### src/rtl/isr_pkg.sv
package isr_pkg;

  // ==========================================================
  // register widths and reset values
  localparam int          OP_W        = 16;
  localparam int          QS_W        = 16;
  localparam int          STB_W       = 8;
  localparam int          RESP_W      = 16;
  localparam int          ESR_W       = 8;
  localparam logic [15:0] PTR_RST     = 16'hffff;
  localparam logic [15:0] NTR_RST     = 16'h0000;
  localparam logic [15:0] ENA_RST     = 16'h0000;
  localparam logic [7:0]  SRE_RST     = 8'h00;

  // ==========================================================
  // operation condition bit positions
  localparam int          OP_MOTOR_BIT   = 1;
  localparam int          OP_RANGING_BIT = 2;
  localparam int          OP_MEASURE_BIT = 4;
  localparam int          OP_PROCESS_BIT = 9;
  localparam int          OP_HCOPY_BIT   = 10;
  localparam int          OP_AVERAGE_BIT = 11;
  localparam logic [15:0] OP_USED_MASK   = 16'h0e16;

  // ==========================================================
  // signal-quality bit positions
  localparam int          QS_POWER_BIT   = 3;
  localparam int          QS_MAXSIG_BIT  = 9;
  localparam int          QS_DRIFT_BIT   = 10;
  localparam int          QS_DELTA_BIT   = 11;
  localparam int          QS_CMDWARN_BIT = 14;
  localparam logic [15:0] QS_USED_MASK   = 16'h4e08;

  // ==========================================================
  // status byte bit positions
  localparam int          STB_QUES_BIT = 3;
  localparam int          STB_MAV_BIT  = 4;
  localparam int          STB_ESB_BIT  = 5;
  localparam int          STB_RQS_BIT  = 6;
  localparam int          STB_OPER_BIT = 7;

  // ==========================================================
  // register group and item selection
  localparam logic        GRP_OP = 1'b0;
  localparam logic        GRP_QS = 1'b1;

  typedef enum logic [2:0] {
    ITEM_COND   = 3'h0,
    ITEM_EVENT  = 3'h1,
    ITEM_ENABLE = 3'h2,
    ITEM_PTR    = 3'h3,
    ITEM_NTR    = 3'h4
  } isr_item_e;

endpackage

### src/rtl/isr_grp_if.sv
`timescale 1ns/100ps
// signals between the top and one event group
interface isr_grp_if #(parameter int W = 16);
  logic [W-1:0] cond;
  logic [W-1:0] wr_data;
  logic         wr_enable;
  logic         wr_ptr;
  logic         wr_ntr;
  logic         clr_event;
  logic [W-1:0] event_bits;
  logic [W-1:0] enable;
  logic [W-1:0] ptr;
  logic [W-1:0] ntr;
  logic         summary;

  modport grp (input cond, wr_data, wr_enable, wr_ptr, wr_ntr, clr_event,
               output event_bits, enable, ptr, ntr, summary);
  modport ctrl (output cond, wr_data, wr_enable, wr_ptr, wr_ntr, clr_event,
                input event_bits, enable, ptr, ntr, summary);
endinterface

### src/rtl/isr_event_group.sv
`timescale 1ns/100ps
module isr_event_group
  import isr_pkg::*;
#(
  parameter int         W         = 16,
  parameter logic [W-1:0] USED_MASK = '1
)(
  input  wire logic clk_in,
  input  wire logic rst_n_in,
  isr_grp_if.grp    grp
);

  logic [W-1:0] cond_prev_reg;
  logic [W-1:0] event_reg;
  logic [W-1:0] enable_reg;
  logic [W-1:0] ptr_reg;
  logic [W-1:0] ntr_reg;
  wire  [W-1:0] cond_used;
  wire  [W-1:0] rise_set;
  wire  [W-1:0] fall_set;
  wire  [W-1:0] set_vec;
  wire  [W-1:0] event_next;

  // ==========================================================
  // transition filters; unused positions never see a condition
  assign cond_used  = grp.cond & USED_MASK;
  assign rise_set   = cond_used & ~cond_prev_reg & ptr_reg;
  assign fall_set   = ~cond_used & cond_prev_reg & ntr_reg;
  assign set_vec    = rise_set | fall_set;
  // a new event beats a clear in the same cycle
  assign event_next = (event_reg & ~{W{grp.clr_event}}) | set_vec;

  // ==========================================================
  // state and masks; the enable mask drops unused bits so they cannot summarise
  always_ff @(posedge clk_in) begin
    if (!rst_n_in) begin
      cond_prev_reg <= '0;
      event_reg     <= '0;
      enable_reg    <= W'(ENA_RST);
      ptr_reg       <= W'(PTR_RST);
      ntr_reg       <= W'(NTR_RST);
    end else begin
      cond_prev_reg <= cond_used;
      event_reg     <= event_next;
      if (grp.wr_enable) begin
        enable_reg <= grp.wr_data & USED_MASK;
      end
      if (grp.wr_ptr) begin
        ptr_reg <= grp.wr_data;
      end
      if (grp.wr_ntr) begin
        ntr_reg <= grp.wr_data;
      end
    end
  end

  // ==========================================================
  // outputs; disabled bits still latch but do not summarise
  assign grp.event_bits = event_reg;
  assign grp.enable     = enable_reg;
  assign grp.ptr        = ptr_reg;
  assign grp.ntr        = ntr_reg;
  assign grp.summary    = |(event_reg & enable_reg);

  // ==========================================================
  // checks
  a_rise_latches: assert property (@(posedge clk_in) disable iff (!rst_n_in)
    (|rise_set) |=> ((event_reg & $past(rise_set)) == $past(rise_set)))
    else $error("rising transition not latched");
  a_fall_latches: assert property (@(posedge clk_in) disable iff (!rst_n_in)
    (|fall_set) |=> ((event_reg & $past(fall_set)) == $past(fall_set)))
    else $error("falling transition not latched");
  a_unused_quiet: assert property (@(posedge clk_in) disable iff (!rst_n_in)
    ((event_reg | enable_reg) & ~USED_MASK) == '0)
    else $error("unused position reports a value");
  a_summary_gated: assert property (@(posedge clk_in) disable iff (!rst_n_in)
    (grp.summary && !$past(grp.summary)) |-> (|(event_reg & enable_reg)) ##0
    (|(($past(event_reg) & ~$past(enable_reg)) | event_reg)))
    else $error("summary rose without an enabled event");

endmodule

### src/rtl/isr_status_top.sv
`timescale 1ns/100ps
// Summary of operation
// - status byte bits follow their summary sources, set while present, clear when absent
// - each summary bit is the OR of its source register bits masked by their enable register
// - poll and status query return the weighted sum of currently set bits
// - serial poll reports bit 6 as service request, then clears it
// - status query reports bit 6 as master summary, touching nothing
// - positive filter latches an event on a false-to-true condition change
// - negative filter latches an event on a true-to-false condition change
// - operation bit 1 shows waiting for the wavelength motor to settle
// - operation bit 2 shows gain ranging in progress
// - operation bit 4 shows a measurement in progress
// - operation bit 9 shows acquired data being processed
// - operation bit 10 shows printing through the parallel port
// - operation bit 11 shows noise averaging for signal-to-noise
// - operation positions 0, 3, 5-8, 12-15 never report a condition
// - signal-quality bit 3 shows excessive input power
// - signal-quality bit 9 shows maximum signal count reached
// - signal-quality bit 10 shows drift reference count mismatch
// - signal-quality bit 11 shows missing delta reference
// - signal-quality bit 14 shows unexpected extra measurement parameters
// - status bit 5 is the OR of enabled standard event bits
// - status bit 4 is set while the output queue holds bytes
// - operation and quality events summarise only when enabled; disabled ones still latch
module isr_status_top
  import isr_pkg::*;
#(
  parameter int OPW = OP_W,
  parameter int QSW = QS_W
)(
  input  wire logic              clk_in,
  input  wire logic              rst_n_in,
  input  wire logic              motor_position_wait_in,
  input  wire logic              ranging_in,
  input  wire logic              measuring_in,
  input  wire logic              processing_in,
  input  wire logic              hardcopy_in,
  input  wire logic              averaging_in,
  input  wire logic              power_high_in,
  input  wire logic              max_signals_in,
  input  wire logic              drift_ref_mismatch_in,
  input  wire logic              delta_ref_missing_in,
  input  wire logic              cmd_warning_in,
  input  wire logic [ESR_W-1:0]  std_event_in,
  input  wire logic [ESR_W-1:0]  std_event_enable_in,
  input  wire logic              msg_avail_in,
  input  wire logic              serial_poll_in,
  input  wire logic              stb_query_in,
  input  wire logic              sre_wr_in,
  input  wire logic [STB_W-1:0]  sre_data_in,
  input  wire logic              cls_in,
  input  wire logic              reg_wr_in,
  input  wire logic              reg_rd_in,
  input  wire logic              reg_grp_in,
  input  wire isr_item_e         reg_item_in,
  input  wire logic [RESP_W-1:0] reg_wdata_in,
  output logic                   resp_valid_out,
  output logic      [RESP_W-1:0] resp_data_out,
  output logic                   srq_out
);

  isr_grp_if #(.W(OPW)) op_if ();
  isr_grp_if #(.W(QSW)) qs_if ();

  logic [STB_W-1:0]  sre_reg;
  logic              rqs_reg;
  logic              mss_prev_reg;
  logic              resp_valid_reg;
  logic [RESP_W-1:0] resp_data_reg;
  wire               esb_wire;
  wire  [STB_W-1:0]  stb_base;
  wire               mss_wire;
  wire               mss_rise;
  wire               rqs_next;
  wire               rd_take;
  wire               wr_op;
  wire               wr_qs;
  wire  [RESP_W-1:0] rd_value;
  wire  [STB_W-1:0]  poll_byte;
  wire  [STB_W-1:0]  query_byte;
  wire  [RESP_W-1:0] resp_next;

  // picks one item of a group for a register read
  function automatic logic [RESP_W-1:0] item_value(
    input isr_item_e         item,
    input logic [RESP_W-1:0] cond,
    input logic [RESP_W-1:0] evt,
    input logic [RESP_W-1:0] ena,
    input logic [RESP_W-1:0] ptr,
    input logic [RESP_W-1:0] ntr
  );
    logic [RESP_W-1:0] v;
    v = '0;
    case (item)
      ITEM_COND:   v = cond;
      ITEM_EVENT:  v = evt;
      ITEM_ENABLE: v = ena;
      ITEM_PTR:    v = ptr;
      ITEM_NTR:    v = ntr;
      default:     v = '0;
    endcase
    return v;
  endfunction

  // ==========================================================
  // operation conditions placed at their fixed positions
  assign op_if.cond = (OPW'(motor_position_wait_in) << OP_MOTOR_BIT)
                    | (OPW'(ranging_in)             << OP_RANGING_BIT)
                    | (OPW'(measuring_in)           << OP_MEASURE_BIT)
                    | (OPW'(processing_in)          << OP_PROCESS_BIT)
                    | (OPW'(hardcopy_in)            << OP_HCOPY_BIT)
                    | (OPW'(averaging_in)           << OP_AVERAGE_BIT);

  // signal-quality conditions placed at their fixed positions
  assign qs_if.cond = (QSW'(power_high_in)         << QS_POWER_BIT)
                    | (QSW'(max_signals_in)        << QS_MAXSIG_BIT)
                    | (QSW'(drift_ref_mismatch_in) << QS_DRIFT_BIT)
                    | (QSW'(delta_ref_missing_in)  << QS_DELTA_BIT)
                    | (QSW'(cmd_warning_in)        << QS_CMDWARN_BIT);

  // ==========================================================
  // register writes; one group and item per strobe
  assign wr_op             = reg_wr_in && (reg_grp_in == GRP_OP);
  assign wr_qs             = reg_wr_in && (reg_grp_in == GRP_QS);
  assign op_if.wr_data     = OPW'(reg_wdata_in);
  assign qs_if.wr_data     = QSW'(reg_wdata_in);
  assign op_if.wr_enable   = wr_op && (reg_item_in == ITEM_ENABLE);
  assign op_if.wr_ptr      = wr_op && (reg_item_in == ITEM_PTR);
  assign op_if.wr_ntr      = wr_op && (reg_item_in == ITEM_NTR);
  assign qs_if.wr_enable   = wr_qs && (reg_item_in == ITEM_ENABLE);
  assign qs_if.wr_ptr      = wr_qs && (reg_item_in == ITEM_PTR);
  assign qs_if.wr_ntr      = wr_qs && (reg_item_in == ITEM_NTR);

  // reads lose to a poll or query in the same cycle
  assign rd_take = reg_rd_in && !serial_poll_in && !stb_query_in;
  // reading an event register empties it, as does a clear-status
  assign op_if.clr_event = cls_in || (rd_take && (reg_grp_in == GRP_OP)
                                      && (reg_item_in == ITEM_EVENT));
  assign qs_if.clr_event = cls_in || (rd_take && (reg_grp_in == GRP_QS)
                                      && (reg_item_in == ITEM_EVENT));

  isr_event_group #(.W(OPW), .USED_MASK(OPW'(OP_USED_MASK))) u_op_group (
    .clk_in   (clk_in),
    .rst_n_in (rst_n_in),
    .grp      (op_if.grp)
  );

  isr_event_group #(.W(QSW), .USED_MASK(QSW'(QS_USED_MASK))) u_qs_group (
    .clk_in   (clk_in),
    .rst_n_in (rst_n_in),
    .grp      (qs_if.grp)
  );

  assign rd_value = (reg_grp_in == GRP_QS)
    ? item_value(reg_item_in, RESP_W'(qs_if.cond & QS_USED_MASK),
                 RESP_W'(qs_if.event_bits), RESP_W'(qs_if.enable),
                 RESP_W'(qs_if.ptr), RESP_W'(qs_if.ntr))
    : item_value(reg_item_in, RESP_W'(op_if.cond & OP_USED_MASK),
                 RESP_W'(op_if.event_bits), RESP_W'(op_if.enable),
                 RESP_W'(op_if.ptr), RESP_W'(op_if.ntr));

  // ==========================================================
  // status byte: every bit is live, nothing is stored but service request
  assign esb_wire = |(std_event_in & std_event_enable_in);
  assign stb_base = (STB_W'(qs_if.summary) << STB_QUES_BIT)
                  | (STB_W'(msg_avail_in)  << STB_MAV_BIT)
                  | (STB_W'(esb_wire)      << STB_ESB_BIT)
                  | (STB_W'(op_if.summary) << STB_OPER_BIT);
  // bit 6 of the enable mask is ignored so summary cannot feed itself
  assign mss_wire = |(stb_base & sre_reg & ~(STB_W'(1) << STB_RQS_BIT));
  assign mss_rise = mss_wire && !mss_prev_reg;
  // a new request wins over a poll in the same cycle
  assign rqs_next = mss_rise || (rqs_reg && !serial_poll_in);

  assign poll_byte  = stb_base | (STB_W'(rqs_reg)  << STB_RQS_BIT);
  assign query_byte = stb_base | (STB_W'(mss_wire) << STB_RQS_BIT);

  // poll beats query beats register read
  assign resp_next = serial_poll_in ? RESP_W'(poll_byte)
                   : stb_query_in   ? RESP_W'(query_byte)
                   : rd_value;

  // ==========================================================
  // service request and enable mask
  always_ff @(posedge clk_in) begin
    if (!rst_n_in) begin
      sre_reg      <= SRE_RST;
      rqs_reg      <= 1'b0;
      mss_prev_reg <= 1'b0;
    end else begin
      if (sre_wr_in) begin
        sre_reg <= sre_data_in;
      end
      rqs_reg      <= rqs_next;
      mss_prev_reg <= mss_wire;
    end
  end

  // ==========================================================
  // response register; data holds until the next answer
  always_ff @(posedge clk_in) begin
    if (!rst_n_in) begin
      resp_valid_reg <= 1'b0;
      resp_data_reg  <= '0;
    end else begin
      resp_valid_reg <= serial_poll_in || stb_query_in || rd_take;
      if (serial_poll_in || stb_query_in || rd_take) begin
        resp_data_reg <= resp_next;
      end
    end
  end

  assign resp_valid_out = resp_valid_reg;
  assign resp_data_out  = resp_data_reg;
  assign srq_out        = rqs_reg;

  // ==========================================================
  // checks
  a_poll_clears_rqs: assert property (@(posedge clk_in) disable iff (!rst_n_in)
    (serial_poll_in && !mss_rise) |=> !srq_out ##1 (srq_out == $past(mss_rise)))
    else $error("poll did not withdraw service request");
  a_query_keeps_rqs: assert property (@(posedge clk_in) disable iff (!rst_n_in)
    (stb_query_in && !serial_poll_in && srq_out) |=> srq_out)
    else $error("status query disturbed service request");
  a_poll_bit_six: assert property (@(posedge clk_in) disable iff (!rst_n_in)
    serial_poll_in |=> resp_valid_out && (resp_data_out[STB_RQS_BIT] == $past(srq_out)))
    else $error("poll bit 6 is not the request flag");
  a_query_bit_six: assert property (@(posedge clk_in) disable iff (!rst_n_in)
    (stb_query_in && !serial_poll_in) |=> resp_valid_out
    && (resp_data_out[STB_RQS_BIT] == $past(mss_wire)))
    else $error("query bit 6 is not master summary");
  a_query_sources: assert property (@(posedge clk_in) disable iff (!rst_n_in)
    (stb_query_in && !serial_poll_in) |=>
    (resp_data_out[STB_MAV_BIT] == $past(msg_avail_in))
    && (resp_data_out[STB_ESB_BIT] == $past(|(std_event_in & std_event_enable_in)))
    && (resp_data_out[RESP_W-1:STB_W] == '0))
    else $error("query byte does not match its sources");
  a_oper_summary: assert property (@(posedge clk_in) disable iff (!rst_n_in)
    (serial_poll_in || stb_query_in) |=>
    (resp_data_out[STB_OPER_BIT] == $past(|(op_if.event_bits & op_if.enable)))
    && (resp_data_out[STB_QUES_BIT] == $past(|(qs_if.event_bits & qs_if.enable))))
    else $error("group summary bit wrong in status byte");
  a_motor_event: assert property (@(posedge clk_in) disable iff (!rst_n_in)
    ($rose(motor_position_wait_in) && op_if.ptr[OP_MOTOR_BIT])
    |=> op_if.event_bits[OP_MOTOR_BIT])
    else $error("motor wait rise not latched at bit 1");
  a_rqs_on_rise: assert property (@(posedge clk_in) disable iff (!rst_n_in)
    mss_rise |=> srq_out [*2] or (mss_rise ##1 serial_poll_in))
    else $error("service request not raised by new summary");

endmodule

### config.mk
export PLATFORM = sky130hd
export DESIGN_NAME = isr_status_top
export DESIGN_NICKNAME = d
export VERILOG_FILES = /design/src/rtl/isr_pkg.sv /design/src/rtl/isr_grp_if.sv /design/src/rtl/isr_event_group.sv /design/src/rtl/isr_status_top.sv
export SDC_FILE = /design/constraint.sdc
export NUM_CORES = 1
export LEC_CHECK = 0
export ABC_AREA = 1
export CAP_MARGIN = 20
export CORE_ASPECT_RATIO = 0.75
export CORE_MARGIN = 5
export CORE_UTILIZATION = 60
export DETAILED_ROUTE_END_ITERATION = 12
export DONT_BUFFER_PORTS = 1
export PLACE_DENSITY = 0.84
export SLEW_MARGIN = 20
export SYNTH_ARGS = -nofsm -noshare
export SYNTH_HDL_FRONTEND = slang
export SYNTH_HIERARCHICAL = 1
export SYNTH_SLANG_ARGS = --single-unit
### constraint.sdc
create_clock -name clk_in -period 1.8 [get_ports clk_in]
set_input_delay 0.09 -clock clk_in [delete_from_list [all_inputs] [get_ports clk_in]]
set_output_delay 0.09 -clock clk_in [all_outputs]
set_load 0.05 [all_outputs]
== Yosys cells after proc, flatten, opt, wreduce, memory -nomap -nowiden ==
Cells that the tools add are included.
Cells by class
  eq/ne operators: 4
  muxes and demuxes: 5
  bitwise gates (word level): 39
  reduce and logical (&&, ||, !) cells: 29
Operators by type and width (number)
  case mux 16 bit (5 select lines): 2
  AND 16 bit: 8
  NOT 16 bit: 4
  OR 16 bit: 4
  two-way mux 16 bit: 3
  OR reduction 16 bit: 2
  OR 11 x 12 -> 12 bit: 2
  OR 10 x 11 -> 11 bit: 2
  AND 12 x 16 -> 16 bit: 1
  AND 15 x 16 -> 16 bit: 1
  AND 16 x 12 -> 16 bit: 1
  AND 16 x 15 -> 16 bit: 1
  AND 8 bit: 2
  logical AND 1 bit: 16
  NOT 12 -> 16 bit: 1
  NOT 15 -> 16 bit: 1
  OR 8 x 7 -> 8 bit: 2
  OR 12 x 15 -> 15 bit: 1
  OR 4 x 10 -> 10 bit: 1
  OR 5 x 10 -> 10 bit: 1
  OR 6 x 8 -> 8 bit: 1
  OR reduction 8 bit: 1
  OR reduction 7 bit: 1
  equality test 3 x 2 -> 1 bit, second input constant: 2
  10 further kinds: 16
Word-level totals
  bits in registers: 166
  input bits: 64
  output and inout port bits: 18
  word-level logic and storage cells: 94

== Logic depth before layout (Yosys ltp) ==
Gate-level depths: netlist (run 1).
  depth in word-level cells: 10
  gate-level depth with buffers: 12
  gate-level depth less buffers: 11

== Modules after synthesis ==
The synthesis (run 1) kept the hierarchy.
By module, submodules not included
  isr_status_top: instances 1, cells each 433, area an instance 2306.0 µm², sequential area each 460.4 µm²
  isr_event_group (u_op_group): instances 1, cells each 290, area an instance 2199.6 µm², sequential area each 1201.2 µm²
  isr_event_group (u_qs_group): instances 1, cells each 276, area an instance 2140.8 µm², sequential area each 1161.1 µm²

== Least setup slack after synthesis (run 1) ==
No wires, ideal clock.
  path type: in2reg
  start point: input reg_grp_in
  end point: register u_op_group.ntr_reg[10], in the netlist u_op_group/grp.ntr[10]
  library setup time: 116 ps
  arrival time: 1282 ps
  required time: 1684 ps
  setup slack: 402 ps
  stages: 8
  cells stage by stage: inv_1 > clkbuf_1 > nand2_1 > nor2_1 > inv_2 > buf_6 > nor2_1 > nor2_1
Between the ends
  longest elaborated chain between the ends: 3
RTL lines
  start: declaration: RTL line isr_status_top.sv:54  | input wire logic reg_grp_in,
  NOT 1 bit: RTL line isr_status_top.sv:123  | assign wr_op = reg_wr_in && (reg_grp_in == GRP_OP);
  logical AND 1 bit: RTL line isr_status_top.sv:123
  logical AND 1 bit: RTL line isr_status_top.sv:129  | assign op_if.wr_ntr = wr_op && (reg_item_in == ITEM_NTR);
  via op_if.wr_ntr: RTL line isr_grp_if.sv:8  | logic wr_ntr;
  end signal: assignment: RTL line isr_event_group.sv:41  | ntr_reg <= W'(NTR_RST);
  end signal: assignment: RTL line isr_event_group.sv:52  | ntr_reg <= grp.wr_data;
  end: declaration: RTL line isr_event_group.sv:17  | logic [W-1:0] ntr_reg;
The timed path passes the listed nets, and every way through them passes these cells.
A chain may end at the register's enable or synchronous reset.

==> results of run 1 <==
==> per-layer routing <==
metal,vias to the layer above,global-route usage [%]
met5,-,0
met3,83,11.4
met1,3048,37.8
met4,0,15.9
li1,3178,-
met2,436,48.6
==> where the power goes <==
| group | total (W) | internal (W) | switching (W) |
|---|---|---|---|
| registers | 0.00328 | 0.00321 | 0.0000685 |
| clock network | 0.00352 | 0.00218 | 0.00135 |
| logic | 0.000702 | 0.000256 | 0.000446 |
| total | 0.00751 | 0.00564 | 0.00186 |
==> layout make-up <==
type / count / area share [%]
well taps: 140 / 2.23
clock buffers: 22 / 6.16
inverters: 125 / 6.03
repair buffers: 88 / 10.8
clock inverters: 10 / 1.43
multi-input cells: 688 / 37.4
diodes: 2 / 0.0636
flip-flops and latches: 141 / 35.9
==> through the flow <==
step	hold slack [ns]	cells	util, %
floorplan	0.183	1017	-
global placement	0.185	1125	61.5
detailed placement	0.188	1125	61.5
CTS	0.00457	1214	72.4
global route	0.0242	1214	72.4
finish	0.0202	1216	72.4
==> path summary, 6_finish.rpt <==
kind / start / end / slack, ns / depth (start not counted)
max: sre_data_in[3] / sre_reg[3]$_SDFFE_PN0P_ / 0.03 / 5
min: reg_grp_in / resp_data_out[12]$_SDFFE_PN0P_ / 0.02 / 4
max reg2reg: u_op_group/grp.event_bits[1]$_SDFF_PN0_ / resp_data_out[6]$_SDFFE_PN0P_ / 0.22 / 11
min reg2reg: mss_prev_reg$_SDFF_PN0_ / srq_out$_SDFF_PN0_ / 0.42 / 1
==> worst max-delay path, cell delays in order <==
cell and delay [ns]:
dlygate4sd3_1 0.55, o21ai_0 0.21, dlygate4sd3_1 0.60, a21oi_1 0.06
dlygate4sd3_1 0.58
==> what timing repair did <==
| item | CTS | global route |
|---|---|---|
| hold buffers | 57 | 0 |
| hold endpoints to repair | 112 | 0 |
| endpoints found under the setup margin | 0 | 0 |
==> impl_results.md, run 1 <==
* Vias in the first global route at 6,279
* Clk_lat worst skew at 0.43 ns
* CTS H-tree lvls at 4
* Fillers at 829
* First drt pass iteration count at 8
* Final WS setup at 0.0339 ns
* Worst Setup Start Kind: input port
* 1st-iter DRT viols at 892
* Dpl ws at 0.236 ns
* Initial antenna violation count at 2
* Post-CTS setup buffers at 0
* Period utilization at 98.1%
* Register area at 0.00282 mm2
* Via count at 6,745
* Status: finished clean
* # IOs at 82
* Largest net degree at the start of global routing at 100
* Post-synthesis instance total at 998
* CTS tree: built
* Power Density at 954 mW/mm2
* Root Driver: clkbuf_16
* CTS Buf Count at 17
* Longest Clk Path Bufs at 2
* GR Util All Layers at 31.0%
* Worst hold-check path type: input port to register
* Avg Inst Size Synth at 6.66 um2
* Final-report max-slew violation count at 0
* Met2 wire len at 9070 um
* Synth Cell Area at 0.00664 mm2
* RSZ-0062 raised after global routing: false
* Most frequent cells in the layout: nand2_1, nor2_1, dfxtp_1
* Worst Path Required at 2.11 ns
* Die width at 131 um
* Final hold violations at 0
* Grt ovf at 0
* Setup CP Type: input port to register
* Initial Utilization at 61.2%
* First-pass GRT wire length at 32,500 um
* Cts repair resizes at 0
* Area Growth Syn to Fin at 18.4%
* Remaining DRCs at 0
* Most common cell after layout, fill and taps aside: nand2_1
* Tmin final at 1.77 ns
* Fmax at 0.566 GHz
* Rows at 33
* Share of cells above drive strength 1 at 7.64%
* Core ar. at 0.0109 mm2
* Die H at 101 um
* Die area at 0.0133 mm2
* Finished Cell Area at 0.00786 mm2
* Fin Clk Skew at 0.00854 ns
* Pwr Total at 0.00751 W
* CP max FO at 1
* CTS clk-pin slew, worst paths at 0.06 ns
* Final ANT Viol Nets at 0
* Port buffer count at 0
* Worst-margin pin slew at 0.542 ns
* Average wire per standard cell at 17.0 um
* Sum of negative setup slack at 0 ns
* Routed WL at 20,700 um
* Final setup fails at 0
* Slew HR at 63.8%
* Top routing layer used: met4
* Wl on met1 at 7990 um
* Maximum VDD drop at 0.713 mV
* Max-Cap Viols at 0
* Leak at 3.83 nW
* Via density at 5.55
* DP HPWL at 11,800 um
* Multi-input gate area at 0.00294 mm2
* Met3 WL post-DR at 2790 um
* CTS sink cnt at 141
* Placed cell area at 0.00667 mm2
* GP Congestion at 0.888
* Yosys Warn Count at 6
* CP arrival at 2.08 ns
* Critical path capture point type: register
* Final Net Count at 1,125
Note: power is estimated with default switching activity, not from simulation.
==> run 2, diff against run 1 <==
--- a/config.mk
+++ b/config.mk
@@ -5,7 +5,6 @@
 export SDC_FILE = /design/constraint.sdc
 export NUM_CORES = 1
 export LEC_CHECK = 0
-export ABC_AREA = 1
 export CAP_MARGIN = 20
 export CORE_ASPECT_RATIO = 0.75
 export CORE_MARGIN = 5
==> impl_results.md, run 2 <==
* Via density at 6.37 (was 5.55)
* Slew HR at 35.7% (was 63.8%)
* Rows at 33 (unchanged)
* CTS clk-pin slew, worst paths at 0.07 ns (was 0.06 ns)
* Core ar. at 0.0109 mm2 (about the same)
* Worst Path Required at 2.12 ns (was 2.11 ns)
* Via count at 5,668 (was 6,745)
* Tmin final at 1.72 ns (was 1.77 ns)
* Port buffer count at 0 (unchanged)
* Fmax at 0.583 GHz (was 0.566 GHz)
* Die area at 0.0134 mm2 (was 0.0133 mm2)
* Final Net Count at 801 (was 1,125)
* Comb pwr share at 8.8% (was 9.3%)
* Clock Power Share at 47.2% (was 46.9%)
* Sum of negative setup slack at 0 ns (unchanged)
* Average wire per standard cell at 22.7 um (was 17.0 um)
* RSZ-0062 raised after global routing: false (unchanged)
* CTS H-tree lvls at 4 (unchanged)
* Die width at 132 um (was 131 um)
* Register area at 0.00282 mm2 (unchanged)
* Max-Cap Viols at 0 (unchanged)
* Final ANT Viol Nets at 0 (unchanged)
* Sequential power share at 43.9% (was 43.7%)
* Multi-input gate area at 0.00345 mm2 (was 0.00294 mm2)
* GP Congestion at 0.897 (was 0.888)
* Worst-margin pin slew at 0.961 ns (was 0.542 ns)
* CP max FO at 3 (was 1)
* First drt pass iteration count at 8 (unchanged)
* Final hold violations at 0 (unchanged)
* Critical-path top delay cell: dfxtp_1 (was dlygate4sd3_1)
* Family with the most delay on the worst path: compound AO/OA/AOI/OAI gates (was buffers and inverters)
* CP Cell Sequence: a22oi_2 > nand3_1 > a22oi_1 > nand2_1 > a21oi_1 > a21oi_1 > a221o_1 (was dlygate4sd3_1 > o21ai_0 > dlygate4sd3_1 > a21oi_1 > dlygate4sd3_1)
* Clk_lat worst skew at 0.43 ns (about the same)
* Post-synthesis instance total at 679 (was 998)
* Area Growth Syn to Fin at 17.9% (was 18.4%)
* Share of cells above drive strength 1 at 11.6% (was 7.64%)
* Root Driver: clkbuf_16 (unchanged)
* Power Density at 937 mW/mm2 (was 954 mW/mm2)
* CP arrival at 2.04 ns (was 2.08 ns)
* GR Util All Layers at 30.3% (was 31.0%)
* Avg Inst Size Synth at 9.90 um2 (was 6.66 um2)
* CP peak stage delay at 0.33 ns (was 0.60 ns)
* First-pass GRT wire length at 31,700 um (was 32,500 um)
* Yosys Warn Count at 6 (unchanged)
* Vias in the first global route at 5,937 (was 6,279)
* Worst hold-check path type: input port to register (unchanged)
* Fin Clk Skew at 0.0177 ns (was 0.00854 ns)
* CP most frequent cell: a21oi_1 (was dlygate4sd3_1)
* 1st-iter DRT viols at 654 (was 892)
* DP HPWL at 11,300 um (was 11,800 um)
* Leak at 2.90 nW (was 3.83 nW)
* Grt ovf at 0 (unchanged)
* Antenna diode count at 0 (was 2)
* # IOs at 82 (unchanged)
* Synth Cell Area at 0.00672 mm2 (was 0.00664 mm2)
* Maximum VDD drop at 0.722 mV (was 0.713 mV)
* Status: finished clean (unchanged)
* Most common cell after layout, fill and taps aside: dfxtp_1 (was nand2_1)
* CTS sink cnt at 141 (unchanged)
* Longest Clk Path Bufs at 2 (unchanged)
* Critical path capture point type: register (unchanged)
* Final setup fails at 0 (unchanged)
* CTS Buf Count at 17 (unchanged)
* Initial antenna violation count at 0 (was 2)
* Remaining DRCs at 0 (unchanged)
* Internal Pwr Total at 0.00549 W (was 0.00564 W)
* Switching Share at 26.1% (was 24.8%)
* CTS tree: built (unchanged)
* Worst Setup Start Kind: register (was input port)
* Net switching power at 0.00194 W (was 0.00186 W)
* Setup CP Type: register to register (was input port to register)
* Fillers at 710 (was 829)
* Routed WL at 20,200 um (was 20,700 um)
* Worst Path Buf+Inv at 0 (was 3)
* Initial Utilization at 61.4% (was 61.2%)
* Most frequent cells in the layout: dfxtp_1, mux2i_1, dlygate4sd3_1 (was nand2_1, nor2_1, dfxtp_1)
* Largest net degree at the start of global routing at 113 (was 100)
* Final-report max-slew violation count at 0 (unchanged)
* Reg2Reg Setup Slack at 0.08 ns (was 0.22 ns)
* Pwr Total at 0.00743 W (was 0.00751 W)
* Die H at 102 um (was 101 um)
* Period utilization at 95.3% (was 98.1%)
-- run 2: layout make-up --
| cell class | instances | area share [%] |
|---|---|---|
| clock buffer | 18 | 5.54 |
| sequential | 141 | 35.6 |
| timing repair buffer | 93 | 11.2 |
| inverter | 3 | 0.142 |
| multi-input combinational | 481 | 43.5 |
| tap | 140 | 2.21 |
| clock inverter | 14 | 1.85 |
-- run 2: power by group through the flow --
stage                     clock network, W  logic [W]  registers (W)
final                              0.00351   0.000656        0.00326
after global routing               0.00366   0.000697        0.00327
after CTS                          0.00351   0.000628        0.00326
after detailed placement                 0   0.000461        0.00333
after global placement                   0   0.000447        0.00332
after floorplan                          0   0.000471        0.00334
-- run 2: repair_timing --
item / CTS / global route
gates resized for setup: 0 / 2
setup endpoints to repair: 0 / 1
buffers inserted: 0 / 1
endpoints found under the hold margin: 120 / 0
hold buffers: 63 / 0
-- run 2: metrics by stage --
stage               setup slack [ns]  cell area [um2]  util [%]  cells  hold WS, ns
global placement               0.211             6680      61.0    794        0.163
finish                        0.0849             7930      72.5    890       0.0216
floorplan                     0.0676             6790         -    698        0.212
CTS                           0.0993             7910      72.3    889      0.00240
detailed placement             0.113             6680      61.0    794        0.167
global route                 0.00333             7930      72.5    890       0.0275
-- run 2: per-layer routing --
layer  track usage [%]  part of all wire (%)
met5                 0                     0
met2              48.4                    46
met4              14.7                   3.6
met1              37.7                    41
met3              9.33                   9.5
-- run 2: worst reg2reg max path, stage by stage, from the launching register on --
cell and delay (ns):
dfxtp_1 0.33, a22oi_2 0.21, nand3_1 0.18, a22oi_1 0.24
nand2_1 0.11, a21oi_1 0.18, a21oi_1 0.09, a221o_1 0.27
-- run 2: path summary, 6_finish.rpt --
kind / from / cells past startpoint / endpoint
hold reg to reg: u_op_group/grp.event_bits[12]$_SDFF_PN0_ / 1 / u_op_group/grp.event_bits[12]$_SDFF_PN0_
hold / removal: reg_item_in[0] / 2 / resp_data_out[3]$_SDFFE_PN0P_
setup reg to reg: u_op_group/grp.event_bits[10]$_SDFF_PN0_ / 7 / resp_data_out[6]$_SDFFE_PN0P_
setup / recovery: u_op_group/grp.event_bits[10]$_SDFF_PN0_ / 7 / resp_data_out[6]$_SDFFE_PN0P_
